<file path="config.mk">
export PLATFORM = sky130hd
export DESIGN_NAME = plmp_top
export DESIGN_NICKNAME = d
export VERILOG_FILES = /design/src/rtl/plmp_pkg.sv /design/src/rtl/plmp_lf_if.sv /design/src/rtl/plmp_logic_fn.sv /design/src/rtl/plmp_div.sv /design/src/rtl/plmp_top.sv
export VERILOG_INCLUDE_DIRS = /design/src /design/src/rtl
export SDC_FILE = /design/constraint.sdc
export NUM_CORES = 2
export LEC_CHECK = 0
export BUFFER_PORTS_ARGS = -buffer_cell sky130_fd_sc_hd__buf_4
export CORE_MARGIN = 2
export CORE_UTILIZATION = 63
export DETAILED_ROUTE_END_ITERATION = 7
export HOLD_SLACK_MARGIN = 0.02
export PLACE_DENSITY = 0.91
export SYNTH_ARGS = -nofsm -noshare
export SYNTH_HDL_FRONTEND = slang
export SYNTH_SLANG_ARGS = --single-unit
</file>
<file path="constraint.sdc">
create_clock -name clk -period 44.5 [get_ports clk]
set_input_delay 2.225 -clock clk [delete_from_list [all_inputs] [get_ports clk]]
set_output_delay 2.225 -clock clk [all_outputs]
set_load 0.02 [all_outputs]
</file>
<file path="src/rtl/plmp_cfg.svh">
`ifndef PLMP_CFG_SVH
`define PLMP_CFG_SVH
// How it works
// - Logic functions always run; unrouted sources read 0
// - Logic outputs recomputed every 4 ms tick
// - AND gate, per-input and output inverters
// - Inverter settings give AND, NAND, OR, NOR
// - Positive delay: output rises after sustained high
// - Negative delay: output falls after sustained low
// - Pot reset holds output at zero
// - Pot runs without a routed destination
// - Pot samples and updates every 4 ms
// - Up request ramps up, down ramps down
// - Up and down together means up
// - Rate is time for 0 to 100 percent
// - Clamp 0..100 or -100..100 by bipolar select
// - Modes 1,3 restore saved value; others start zero
// - Modes 2..4 honour requests only when active
// - Mode 4 zeroes output while drive inactive
// - Scaled output saturates at destination limits

// Tick period
`define PLMP_TICK_MS 4
`define PLMP_CLK_KHZ 100000

// Register word indices (byte address = 4 * index)
`define PLMP_IDX_LF_CTRL 3'h0
`define PLMP_IDX_LF_DELAY 3'h1
`define PLMP_IDX_MP_CTRL 3'h2
`define PLMP_IDX_MP_RATE 3'h3
`define PLMP_IDX_MP_SCALE 3'h4
`define PLMP_IDX_STATUS 3'h5

// Field positions
`define PLMP_LF_STRIDE 8
`define PLMP_LF_INV1 0
`define PLMP_LF_INV2 1
`define PLMP_LF_INVO 2
`define PLMP_MP_MODE_LSB 0
`define PLMP_MP_MODE_MSB 2
`define PLMP_MP_BIPOLAR 4
`define PLMP_MP_RESET 8

// Scale and reset values
`define PLMP_PCT_FULL 17'sh02710
`define PLMP_SCALE_ONE 33'sh0000003e8
`define PLMP_SCALE_RST 16'h03e8
`define PLMP_RATE_RST 16'h1388
`endif

</file>
<file path="src/rtl/plmp_pkg.sv">
package plmp_pkg;
  typedef enum logic [2:0] {
    MP_ALWAYS_ZERO = 3'b000,
    MP_ALWAYS_KEEP = 3'b001,
    MP_ACTIVE_ZERO = 3'b010,
    MP_ACTIVE_KEEP = 3'b011,
    MP_ACTIVE_FORCE = 3'b100
  } plmp_mode_t;

  typedef enum logic {
    DIV_IDLE = 1'b0,
    DIV_RUN = 1'b1
  } plmp_div_state_t;

  typedef struct packed {
    logic [31:0] tickCnt;
    logic tick;
    logic ack;
    logic [31:0] rdat;
    logic [31:0] lfCtrl;
    logic [31:0] lfDelay;
    logic [31:0] mpCtrl;
    logic [15:0] mpRate;
    logic [15:0] mpScale;
    logic signed [15:0] pos;
    logic [15:0] frac;
    logic [15:0] stepQ;
    logic [15:0] stepR;
    logic divPend;
    logic started;
    logic signed [15:0] dest;
  } plmp_top_st_t;
endpackage : plmp_pkg

</file>
<file path="src/rtl/plmp_lf_if.sv">
`timescale 1ns/1ps
interface plmp_lf_if #(parameter int DW = 16);
  logic tick;
  logic src1;
  logic src2;
  logic inv1;
  logic inv2;
  logic invOut;
  logic signed [DW-1:0] delay;
  logic out;
  modport ctl (output tick, src1, src2, inv1, inv2, invOut, delay,
    input out);
  modport fn (input tick, src1, src2, inv1, inv2, invOut, delay,
    output out);
endinterface : plmp_lf_if

</file>
<file path="src/rtl/plmp_logic_fn.sv">
`timescale 1ns/1ps
module plmp_logic_fn import plmp_pkg::*; #(
  parameter int DW = 16
) (
  input wire logic clk,
  input wire logic sys_rst,
  input wire logic ce,
  plmp_lf_if.fn lf
);
  typedef struct packed {
    logic [DW-1:0] cnt;
    logic out;
  } plmp_lf_st_t;

  plmp_lf_st_t r_ff;
  plmp_lf_st_t nxt_r;

  always_comb begin
    logic gate;
    logic want;
    logic [DW-1:0] mag;
    gate = 1'b0;
    want = 1'b0;
    mag = '0;
    nxt_r = r_ff;
    gate = ((lf.src1 ^ lf.inv1) & (lf.src2 ^ lf.inv2)) ^ lf.invOut;
    want = ~lf.delay[DW-1];
    mag = lf.delay[DW-1] ? DW'(-lf.delay) : DW'(lf.delay);
    if (lf.tick) begin
      if (lf.delay == '0) begin
        nxt_r.out = gate;
        nxt_r.cnt = '0;
      end else if (gate == want) begin
        if (r_ff.cnt >= mag) begin
          nxt_r.out = want;
        end else begin
          nxt_r.cnt = r_ff.cnt + DW'(1);
        end
      end else begin
        nxt_r.out = ~want;
        nxt_r.cnt = '0;
      end
    end
  end

  always_ff @(posedge clk) begin
    if (sys_rst) begin
      r_ff <= '0;
    end else if (ce) begin
      r_ff <= nxt_r;
    end
  end

  assign lf.out = r_ff.out;
endmodule : plmp_logic_fn

</file>
<file path="src/rtl/plmp_div.sv">
`timescale 1ns/1ps
module plmp_div import plmp_pkg::*; #(
  parameter int W = 16
) (
  input wire logic clk,
  input wire logic sys_rst,
  input wire logic ce,
  input wire logic start,
  input wire logic [W-1:0] dividend,
  input wire logic [W-1:0] divisor,
  output logic [W-1:0] quotient,
  output logic [W-1:0] remainder,
  output logic busy,
  output logic done
);
  typedef struct packed {
    plmp_div_state_t st;
    logic [4:0] bitIdx;
    logic [W-1:0] quo;
    logic [W-1:0] rem;
    logic [W-1:0] dvs;
    logic done;
  } plmp_div_st_t;

  plmp_div_st_t r_ff;
  plmp_div_st_t nxt_r;

  always_comb begin
    logic [W:0] remShift;
    logic qBit;
    remShift = '0;
    qBit = 1'b0;
    nxt_r = r_ff;
    nxt_r.done = 1'b0;
    unique case (r_ff.st)
      DIV_IDLE: begin
        if (start) begin
          nxt_r.st = DIV_RUN;
          nxt_r.quo = dividend;
          nxt_r.rem = '0;
          nxt_r.dvs = divisor;
          nxt_r.bitIdx = 5'(W - 1);
        end
      end
      DIV_RUN: begin
        remShift = {r_ff.rem, r_ff.quo[W-1]};
        if (remShift >= {1'b0, r_ff.dvs}) begin
          nxt_r.rem = W'(remShift - {1'b0, r_ff.dvs});
          qBit = 1'b1;
        end else begin
          nxt_r.rem = W'(remShift);
        end
        nxt_r.quo = {r_ff.quo[W-2:0], qBit};
        if (r_ff.bitIdx == 5'h00) begin
          nxt_r.st = DIV_IDLE;
          nxt_r.done = 1'b1;
        end else begin
          nxt_r.bitIdx = r_ff.bitIdx - 5'h01;
        end
      end
    endcase
  end

  always_ff @(posedge clk) begin
    if (sys_rst) begin
      r_ff <= '0;
    end else if (ce) begin
      r_ff <= nxt_r;
    end
  end

  assign quotient = r_ff.quo;
  assign remainder = r_ff.rem;
  assign busy = (r_ff.st == DIV_RUN);
  assign done = r_ff.done;
endmodule : plmp_div

</file>
<file path="src/rtl/plmp_top.sv">
// Chosen here: the register addresses and the Wishbone register port.
`timescale 1ns/1ps
`include "plmp_cfg.svh"
module plmp_top import plmp_pkg::*; #(
  parameter int TICK_CYCLES = `PLMP_TICK_MS * `PLMP_CLK_KHZ,
  parameter int DW = 16
) (
  input wire logic clk,
  input wire logic sys_rst,
  input wire logic ce,
  input wire logic wb_cyc_i,
  input wire logic wb_stb_i,
  input wire logic wb_we_i,
  input wire logic [7:0] wb_adr_i,
  input wire logic [3:0] wb_sel_i,
  input wire logic [31:0] wb_dat_i,
  output logic [31:0] wb_dat_o,
  output logic wb_ack_o,
  input wire logic [3:0] lfSrc,
  input wire logic [3:0] lfSrcValid,
  input wire logic driveActive,
  input wire logic mpUp,
  input wire logic mpDown,
  input wire logic signed [15:0] mpPowerDownValue,
  output logic [1:0] lfOut,
  output logic signed [15:0] mpOutput,
  output logic signed [15:0] mpDestValue
);
  localparam logic [31:0] TICK_LAST = 32'(TICK_CYCLES - 1);

  plmp_top_st_t r_ff;
  plmp_top_st_t nxt_r;

  logic divStart;
  logic divBusy;
  logic divDone;
  logic [15:0] divQuo;
  logic [15:0] divRem;

  function automatic logic [31:0] wbMerge(input logic [31:0] old,
      input logic [31:0] d, input logic [3:0] sel);
    logic [31:0] v;
    v = old;
    for (int b = 0; b < 4; b++) begin
      if (sel[b]) begin
        v[8*b +: 8] = d[8*b +: 8];
      end
    end
    return v;
  endfunction : wbMerge

  function automatic logic signed [15:0] clampPct(
      input logic signed [16:0] v, input logic bip);
    logic signed [16:0] lo;
    lo = bip ? -`PLMP_PCT_FULL : 17'sh00000;
    if (v > `PLMP_PCT_FULL) begin
      return 16'(`PLMP_PCT_FULL);
    end
    if (v < lo) begin
      return 16'(lo);
    end
    return v[15:0];
  endfunction : clampPct

  // Two logic functions, each its own gate and delay stage
  for (genvar i = 0; i < 2; i++) begin : g_lf
    plmp_lf_if #(.DW(DW)) lfIf();
    assign lfIf.tick = r_ff.tick;
    assign lfIf.src1 = lfSrc[2*i] & lfSrcValid[2*i];
    assign lfIf.src2 = lfSrc[2*i+1] & lfSrcValid[2*i+1];
    assign lfIf.inv1 = r_ff.lfCtrl[`PLMP_LF_STRIDE*i + `PLMP_LF_INV1];
    assign lfIf.inv2 = r_ff.lfCtrl[`PLMP_LF_STRIDE*i + `PLMP_LF_INV2];
    assign lfIf.invOut = r_ff.lfCtrl[`PLMP_LF_STRIDE*i + `PLMP_LF_INVO];
    assign lfIf.delay = r_ff.lfDelay[16*i +: DW];
    assign lfOut[i] = lfIf.out;
    plmp_logic_fn #(.DW(DW)) u_fn (
      .clk(clk),
      .sys_rst(sys_rst),
      .ce(ce),
      .lf(lfIf.fn)
    );
  end

  // Step per tick is full scale divided by the rate in ticks
  plmp_div #(.W(16)) u_div (
    .clk(clk),
    .sys_rst(sys_rst),
    .ce(ce),
    .start(divStart),
    .dividend(16'(`PLMP_PCT_FULL)),
    .divisor(r_ff.mpRate),
    .quotient(divQuo),
    .remainder(divRem),
    .busy(divBusy),
    .done(divDone)
  );

  assign divStart = r_ff.divPend & ~divBusy;

  always_comb begin
    plmp_mode_t mode;
    logic bip;
    logic honour;
    logic keepMode;
    logic mapped;
    logic [2:0] idx;
    logic [31:0] rd;
    logic [16:0] fracSum;
    logic signed [16:0] mag;
    logic signed [16:0] delta;
    logic signed [32:0] prod;
    logic signed [32:0] scaled;
    mode = plmp_mode_t'(r_ff.mpCtrl[`PLMP_MP_MODE_MSB:`PLMP_MP_MODE_LSB]);
    bip = r_ff.mpCtrl[`PLMP_MP_BIPOLAR];
    honour = 1'b0;
    keepMode = 1'b0;
    mapped = 1'b0;
    idx = wb_adr_i[4:2];
    rd = '0;
    fracSum = '0;
    mag = '0;
    delta = '0;
    prod = '0;
    scaled = '0;
    nxt_r = r_ff;

    // Tick generator
    if (r_ff.tickCnt >= TICK_LAST) begin
      nxt_r.tickCnt = '0;
      nxt_r.tick = 1'b1;
    end else begin
      nxt_r.tickCnt = r_ff.tickCnt + 32'h00000001;
      nxt_r.tick = 1'b0;
    end

    if (divStart) begin
      nxt_r.divPend = 1'b0;
    end
    if (divDone) begin
      nxt_r.stepQ = divQuo;
      nxt_r.stepR = divRem;
      nxt_r.frac = '0;
    end

    // Wishbone slave, one wait state, unmapped reads zero
    nxt_r.ack = wb_cyc_i & wb_stb_i & ~r_ff.ack;
    mapped = (wb_adr_i[7:5] == 3'h0) && (idx <= `PLMP_IDX_STATUS);
    if (mapped) begin
      unique case (idx)
        `PLMP_IDX_LF_CTRL: rd = r_ff.lfCtrl;
        `PLMP_IDX_LF_DELAY: rd = r_ff.lfDelay;
        `PLMP_IDX_MP_CTRL: rd = r_ff.mpCtrl;
        `PLMP_IDX_MP_RATE: rd = {16'h0000, r_ff.mpRate};
        `PLMP_IDX_MP_SCALE: rd = {16'h0000, r_ff.mpScale};
        default: rd = {13'h0000, r_ff.divPend | divBusy, lfOut,
          r_ff.pos};
      endcase
    end
    nxt_r.rdat = nxt_r.ack ? rd : '0;
    if (nxt_r.ack && wb_we_i && mapped) begin
      unique case (idx)
        `PLMP_IDX_LF_CTRL:
          nxt_r.lfCtrl = wbMerge(r_ff.lfCtrl, wb_dat_i, wb_sel_i);
        `PLMP_IDX_LF_DELAY:
          nxt_r.lfDelay = wbMerge(r_ff.lfDelay, wb_dat_i, wb_sel_i);
        `PLMP_IDX_MP_CTRL:
          nxt_r.mpCtrl = wbMerge(r_ff.mpCtrl, wb_dat_i, wb_sel_i);
        `PLMP_IDX_MP_RATE: begin
          nxt_r.mpRate = 16'(wbMerge({16'h0000, r_ff.mpRate}, wb_dat_i,
            wb_sel_i));
          nxt_r.divPend = 1'b1;
        end
        `PLMP_IDX_MP_SCALE:
          nxt_r.mpScale = 16'(wbMerge({16'h0000, r_ff.mpScale}, wb_dat_i,
            wb_sel_i));
        default: ;
      endcase
    end

    // Motorised pot, updated once per tick
    honour = (mode == MP_ALWAYS_ZERO) || (mode == MP_ALWAYS_KEEP) ||
      driveActive;
    keepMode = (mode == MP_ALWAYS_KEEP) || (mode == MP_ACTIVE_KEEP);
    if (r_ff.tick) begin
      nxt_r.started = 1'b1;
      if (r_ff.mpCtrl[`PLMP_MP_RESET]) begin
        nxt_r.pos = '0;
        nxt_r.frac = '0;
      end else if (!r_ff.started) begin
        nxt_r.pos = keepMode ?
          clampPct(17'(mpPowerDownValue), bip) : 16'sh0000;
        nxt_r.frac = '0;
      end else if (mode == MP_ACTIVE_FORCE && !driveActive) begin
        nxt_r.pos = '0;
        nxt_r.frac = '0;
      end else begin
        if (honour && (mpUp || mpDown)) begin
          fracSum = {1'b0, r_ff.frac} + {1'b0, r_ff.stepR};
          if (r_ff.mpRate == 16'h0000) begin
            mag = `PLMP_PCT_FULL;
          end else if (fracSum >= {1'b0, r_ff.mpRate}) begin
            mag = $signed({1'b0, r_ff.stepQ}) + 17'sh00001;
            nxt_r.frac = 16'(fracSum - {1'b0, r_ff.mpRate});
          end else begin
            mag = $signed({1'b0, r_ff.stepQ});
            nxt_r.frac = fracSum[15:0];
          end
          delta = mpUp ? mag : -mag;
        end
        nxt_r.pos = clampPct(17'(r_ff.pos) + delta, bip);
      end
    end

    // Scaled destination, saturated at full scale
    prod = 33'(r_ff.pos) * $signed({17'h00000, r_ff.mpScale});
    scaled = prod / `PLMP_SCALE_ONE;
    if (scaled > 33'(`PLMP_PCT_FULL)) begin
      nxt_r.dest = 16'(`PLMP_PCT_FULL);
    end else if (scaled < -33'(`PLMP_PCT_FULL)) begin
      nxt_r.dest = 16'(-`PLMP_PCT_FULL);
    end else begin
      nxt_r.dest = scaled[15:0];
    end
  end

  always_ff @(posedge clk) begin
    if (sys_rst) begin
      r_ff <= '0;
      r_ff.mpRate <= `PLMP_RATE_RST;
      r_ff.mpScale <= `PLMP_SCALE_RST;
      r_ff.divPend <= 1'b1;
    end else if (ce) begin
      r_ff <= nxt_r;
    end
  end

  assign wb_dat_o = r_ff.rdat;
  assign wb_ack_o = r_ff.ack;
  assign mpOutput = r_ff.pos;
  assign mpDestValue = r_ff.dest;
endmodule : plmp_top

</file>
# Yosys cells after proc, flatten, opt, wreduce, memory -nomap -nowiden
# Cells that the tools add are included.
# word_totals
register_bits	365
input_bits	77
output_inout_bits	67
elab_cells	218
# op_classes
n_lt_le_gt_ge	12
n_div	1
n_mux	78
bitwise	20
n_reduce_logical	42
n_eq_ne	15
mul	1
addsub	12
# op_table
op	count
two-way mux 16 bit	20
two-way mux 17 bit	18
two-way mux 32 bit	5
case mux 32 bit (5 select lines)	1
case mux 38 bit (2 select lines)	1
AND reduction 4 bit	16
two-way mux 54 bit	1
logical NOT 16 bit	3
two-way mux 48 bit	1
>= comparator 17 x 16 -> 1 bit	2
divider 33 x 11 -> 33 bit (second input constant)	1
> comparator 33 x 15 -> 1 bit (second input constant)	1
less-than comparator 33 x 15 -> 1 bit (second input constant)	1
multiplier 16 x 17 -> 33 bit	1
two-way mux 33 bit	1
adder 16 x 1 -> 16 bit (second input constant)	2
adder 32 x 1 -> 32 bit (second input constant)	1
>= comparator 16 bit	2
>= comparator 32 x 19 -> 1 bit (second input constant)	1
negator 16 bit	2
subtractor 16 bit	2
two-way mux 1 bit	29
AND reduction 3 bit	6
adder 16 x 1 -> 17 bit (second input constant)	1
other kinds (26)	62

# Longest topological paths before layout
# logic_depth
word_depth	34
depth_mapped	102
ltp_nobuf	85

# Cells and area by module
# Synthesis repeated with hierarchy kept, for this count alone.
# hier_totals
cells_unflattened	5128
hier_area_um2	40681.5
# modules_own_cells
module	seq_area_each_um2	n_inst	area_per_inst_um2	cells_each
plmp_top	5525.3	1	33661.0	4242
plmp_div	1101.1	1	3579.7	458
plmp_logic_fn	340.3	2	1720.4	214

# Least setup slack after synthesis
# Ideal clock, no wire load.
# synth_path
kind	register to register
from	reg r_ff, in the netlist mpOutput[9]
to	reg r_ff, in the netlist mpDestValue[10]
setup_slack_ns	20.180
setup_time_ns	0.139
synth_period_minus_slack_ns	24.320
path_buffers	6
arrival_time_ns	24.181
stages_incl_launch_ff	90
cell_sequence	dfxtp_1 -> clkbuf_1 -> clkbuf_1 -> nand2_1 -> fa_1 -> inv_1 -> fa_1 -> fa_1 -> fa_1 -> fa_1 -> inv_1 -> fa_1 -> inv_1 -> ha_1 -> a21oi_1 -> o21ai_1 -> a22o_1 -> or4_1 -> [... 54 more ...] -> nor4_4 -> a21oi_2 -> a31o_1 -> a31oi_1 -> a41o_1 -> a21oi_1 -> ha_1 -> nand4_1 -> a21o_1 -> o41ai_1 -> xor2_1 -> and2_1 -> nand2_1 -> nor2_1 -> o41ai_1 -> nor2_1 -> o31ai_2 -> a211oi_1
# synth_via
elab_chain_cells	5
# synth_rtl
element	line_no	text
start, declared	plmp_top.sv:31	plmp_top_st_t r_ff;
start signal, assigned	plmp_top.sv:233	r_ff <= nxt_r;
multiplier 16 x 17 -> 33 bit (*)	plmp_top.sv:215	prod = 33'(r_ff.pos) * $signed({17'h00000, r_ff.mpScale});
divider 33 x 11 -> 33 bit (no source line) (*)	-	
less-than comparator 33 x 15 -> 1 bit	plmp_top.sv:219	end else if (scaled < -33'(`PLMP_PCT_FULL)) begin
two-way mux 16 bit	plmp_top.sv:219	
two-way mux 16 bit (*)	plmp_top.sv:217	if (scaled > 33'(`PLMP_PCT_FULL)) begin
# Every way passes the cells marked *; elsewhere a longest branch is shown, timed or not.
# A chain may end at the register's enable or synchronous reset.

# Worst setup path after layout
# layout_path
from	reg r_ff, in the netlist mpOutput[15]
to	reg r_ff, in the netlist mpDestValue[8]
# The elaborated chain is that of the path after synthesis.

==> results by group <==
Synth
  • Syn_nets: roughly 5,600
  • Yosys cell types: between 100 and 150
  • Top FF cell, synth: dfxtp_1
  • Async set or reset register ratio after synthesis: 0%
  • Syn Std Cell Area: between 30,000 and 40,000 sq um
  • Number of synthesized flops with an enable pin: 0
  • Syn_area_per_cell: around 7.7 sq um
  • Register bit total from synthesis: around 370
  • Sequential fraction of the synthesis area: a little under a fifth
  • Syn Inst Count: 5,034
  • Synthesis Warnings: 0

Power and ir drop
  • Max VDD drop: around 0.038 mV
  • Pwr Density: 20.0 nW/um^2
  • Sequential fraction of design power: between 40% and 50%
  • Clock power frac: ~45%
  • Sw frac: 29.4%
  • Logic pwr share: roughly 15%
  • Leakage: between 0.015 and 0.02 uW
  • Internal Power: roughly 580 uW
  • Switching power: 243 uW

Global routing
  • Met3 Use GR: 6.18%
  • Vias in the first global route: about 36,000
  • Initial antenna violation count: 2
  • Busiest layer in global routing: met2
  • Largest net degree at the start of global routing: between 150 and 200
  • GRT Util Overall: around a third
  • Global routing usage on met1: between 40% and 50%
  • GRT Residual Overflow: 0
  • Met2 GRT Util: roughly three fifths
  • First-pass GRT wire length: about 180,000 um

CTS
  • Post-CTS Hold Buffers: 0
  • Setup bufs post-CTS: 0
  • Post-cts resize count: 0
  • Root Driver: clkbuf_16
  • CTS clock-pin slew for the worst setup and hold paths: roughly 0.080 ns
  • Max H-tree Level: 2
  • Worst skew pair latency: roughly 0.61 ns
  • Clk sinks: 365
  • Cts bufs inserted: ~40
  • CTS Buffer Depth: 3
  • CTS tree: done

Placed design
  • Placed Cells: between 5,000 and 6,000
  • Gpl congestion: between 0.9 and 1
  • Pre-CTS setup slack: 14.68 ns
  • I/O Buffers: 141
  • Detailed placement HPWL: between 80,000 and 90,000 um

Drt
  • Iter 0 DRT Violations: about 4,000
  • Final WL: between 100,000 and 150,000 um
  • Detailed Routing Iterations Pass 1: 7
  • DR vias/cell: approximately 6.5
  • Via count: 37,776
  • Routed Antenna Nets: 0
  • Wirelength per Cell: between 15 and 20 um
  • Remaining DRCs: 0

Timing
  • Final Critical Period: 30.85 ns
  • Setup WS post-layout: 13.65 ns
  • Final worst-path cycle share: 69.3%
  • Max Slew Vio Count: 0
  • Setup TNS: 0 ns
  • Final Hold Fails: 0
  • Final clock skew: 0.0245 ns
  • Worst-margin pin slew: approximately 1.2 ns
  • Max Fclk: 32.4 MHz
  • Slew margin rel.: ~17%
  • RSZ-0062 raised after global routing: false
  • Final Setup Violations: 0

Die
  • Die Ht: approximately 250 um
  • Std-Cell Rows: approximately 90
  • Die W: between 200 and 300 um
  • Initial Util: ~63%
  • Top Ports: about 140
  • Core area: between 60,000 and 70,000 sq um
  • Die area: between 60,000 and 70,000 sq um

Critical path
  • CP dominant cell by count: fa_1
  • Slowest CP cell: dfxtp_1
  • Critical Path AT: 31.37 ns
  • Worst Setup End Kind: register
  • Crit start category: register
  • Data required time of the worst path: ~45 ns
  • Setup CP Type: register to register
  • Largest stage delay, worst path: between 1 and 1.5 ns
  • Max FO, Critical Path: 14

Status
  • Status: complete, no violations

Min path
  • Hold WC Path Type: register to register

Layout
  • Post-Layout Cell Count: around 5,800
  • Proportion of layout cells with a drive suffix above 1: between 7 and 8%
  • Nets: between 5,000 and 6,000
  • # fillers: roughly 4,700
  • Area Growth Syn to Fin: 5.92%

Flow run
  • Maximum capacitance violations: 0
==> path summary, 6_finish.rpt <==
check	start	end	slack, ns	depth (start not counted)
setup / recovery	mpOutput[15]	mpDestValue[8]	13.65	80
hold / removal	mpDestValue[5]	mpDestValue[5]	0.45	2
setup reg to reg	mpOutput[15]	mpDestValue[8]	13.65	80
hold reg to reg	mpDestValue[5]	mpDestValue[5]	0.45	2
==> registers in the layout, indices dropped and copies added (netlist names) <==
register and count:
r_ff 172, g_lf.lfIf.inv1 2, g_lf.lfIf.tick 1, u_div.busy 1, g_lf.lfIf.invOut 2, u_div.quotient 16
wb_ack_o 1, g_lf.u_fn.lf.out 2, mpDestValue 16, g_lf.lfIf.delay 32, wb_dat_o 32, g_lf.u_fn.r_ff 32
u_div.r_ff 21, u_div.remainder 16, mpOutput 16, u_div.done 1, g_lf.lfIf.inv2 2
==> kinds of logic (layout without fill, tap and decap cells) <==
logic type                 count (synthesis)  count (layout)  share of synthesized area [%]
xor gates and xnor gates                 266             266                           6.20
AOI/OAI and AO/OA                       1243            1243                           21.8
other                                      0               1                              0
adders and majority gates                446             446                           18.1
muxes                                    184             184                           4.82
and+or+nand+nor                         1883            1883                           23.4
DFF                                      365             365                           18.7
buffers and inverters                    647             592                           7.02
==> critical path, delay by kind of cell, from the launching register on <==
kind,cells,cell delay [ns]
buf+inv,3,0.48
flops,1,1.01
mux,7,3.07
fa+ha+maj,9,4.43
simple gates,21,6.53
compound gates,38,14.74
xor+xnor,2,0.44
==> per-layer routing <==
layer  wire (um)  vias up
met1       42700    17767
li1            -    17446
met3       11000      483
met2       52400     2080
met4        6530        0
met5           0        -
==> Yosys cell counts (all sizes together) (15+ instances only) <==
cell type  number  area [sq um]
inv           349          1310
buf           110           723
a211o          22           194
and3           56           355
xnor2         165          1510
or3            28           180
o21bai         35           263
nand3b         25           188
o31ai          43           365
nor2          550          2070
or2            24           150
a22oi          71           557
dfxtp         365          7310
o21ai         278          1420
o21a           25           189
nand4          52           332
o211ai         30           239
nor3           87           455
o22ai          15           100
xor2          101           907
nand2b         68           425
clkbuf        187           702
or4            19           150
a31oi          50           407
and4           16           140
a211oi         51           415
nor4           47           355
a21boi         18           135
mux2i         173          1760
ha            243          3040
nand3         120           613
and2          160          1000
a21oi         348          1790
fa            198          3960
nand2         543          2040
a21o           61           468
nor2b          54           338
==> cell type report <==
type	count	area, sq um	area share (%)
Multi-Input combinational cell	4022	29000	70.1
Sequential cell	365	7310	17.7
Inverter	350	1310	3.18
Timing Repair Buffer	166	1270	3.07
Clock buffer	51	1160	2.82
Tap cell	790	988	2.39
Clock inverter	25	287	0.694
Antenna cell	1	2.50	0.00606
==> cell usage in the layout, fill, tap and decap left out, types with 14 or more instances in the layout <==
master,synthesis,final
a21oi_1,338,338
nand4_1,51,51
o211ai_1,29,29
or3_1,27,27
fa_1,198,198
mux2i_1,169,169
and3_1,55,55
nor2_1,548,547
o21bai_1,35,34
a21o_1,58,58
or4_1,17,17
a31oi_1,42,42
buf_4,72,164
clkbuf_16,0,41
nor2b_1,54,54
inv_1,348,348
or2_2,15,15
xor2_1,98,97
nand2b_1,68,68
nor3_1,83,83
nand3_1,119,119
and2_1,159,159
nor4_1,40,40
ha_1,243,243
xnor2_1,161,160
dfxtp_1,365,365
a211o_1,21,21
o21a_1,24,24
a22oi_1,68,68
o21ai_1,42,42
o21ai_0,231,230
nand2_1,542,542
o31ai_1,38,38
a211oi_1,46,46
and4_1,16,16
o22ai_1,14,14
nand3b_1,25,25
==> stage by stage <==
step	instance area [sq um]	utilization [%]	total power (uW)	hold WS, ns
6_report	41300	67.2	827	0.449
5_1_grt	41300	67.2	853	0.473
4_1_cts	41300	67.2	826	0.451
3_5_place_dp	39800	64.8	460	0.443
3_3_place_gp	39800	64.8	458	0.431
2_1_floorplan	39000	-	430	0.423
==> power groups by stage <==
stage                     Combinational, uW  Clock, uW  Sequential, uW
after floorplan                        90.3          0             339
after global placement                  117          0             341
after detailed placement                119          0             341
after CTS                               121        371             334
after global routing                    135        384             334
final                                   125        368             334
Power figures use the tool's default switching activity.
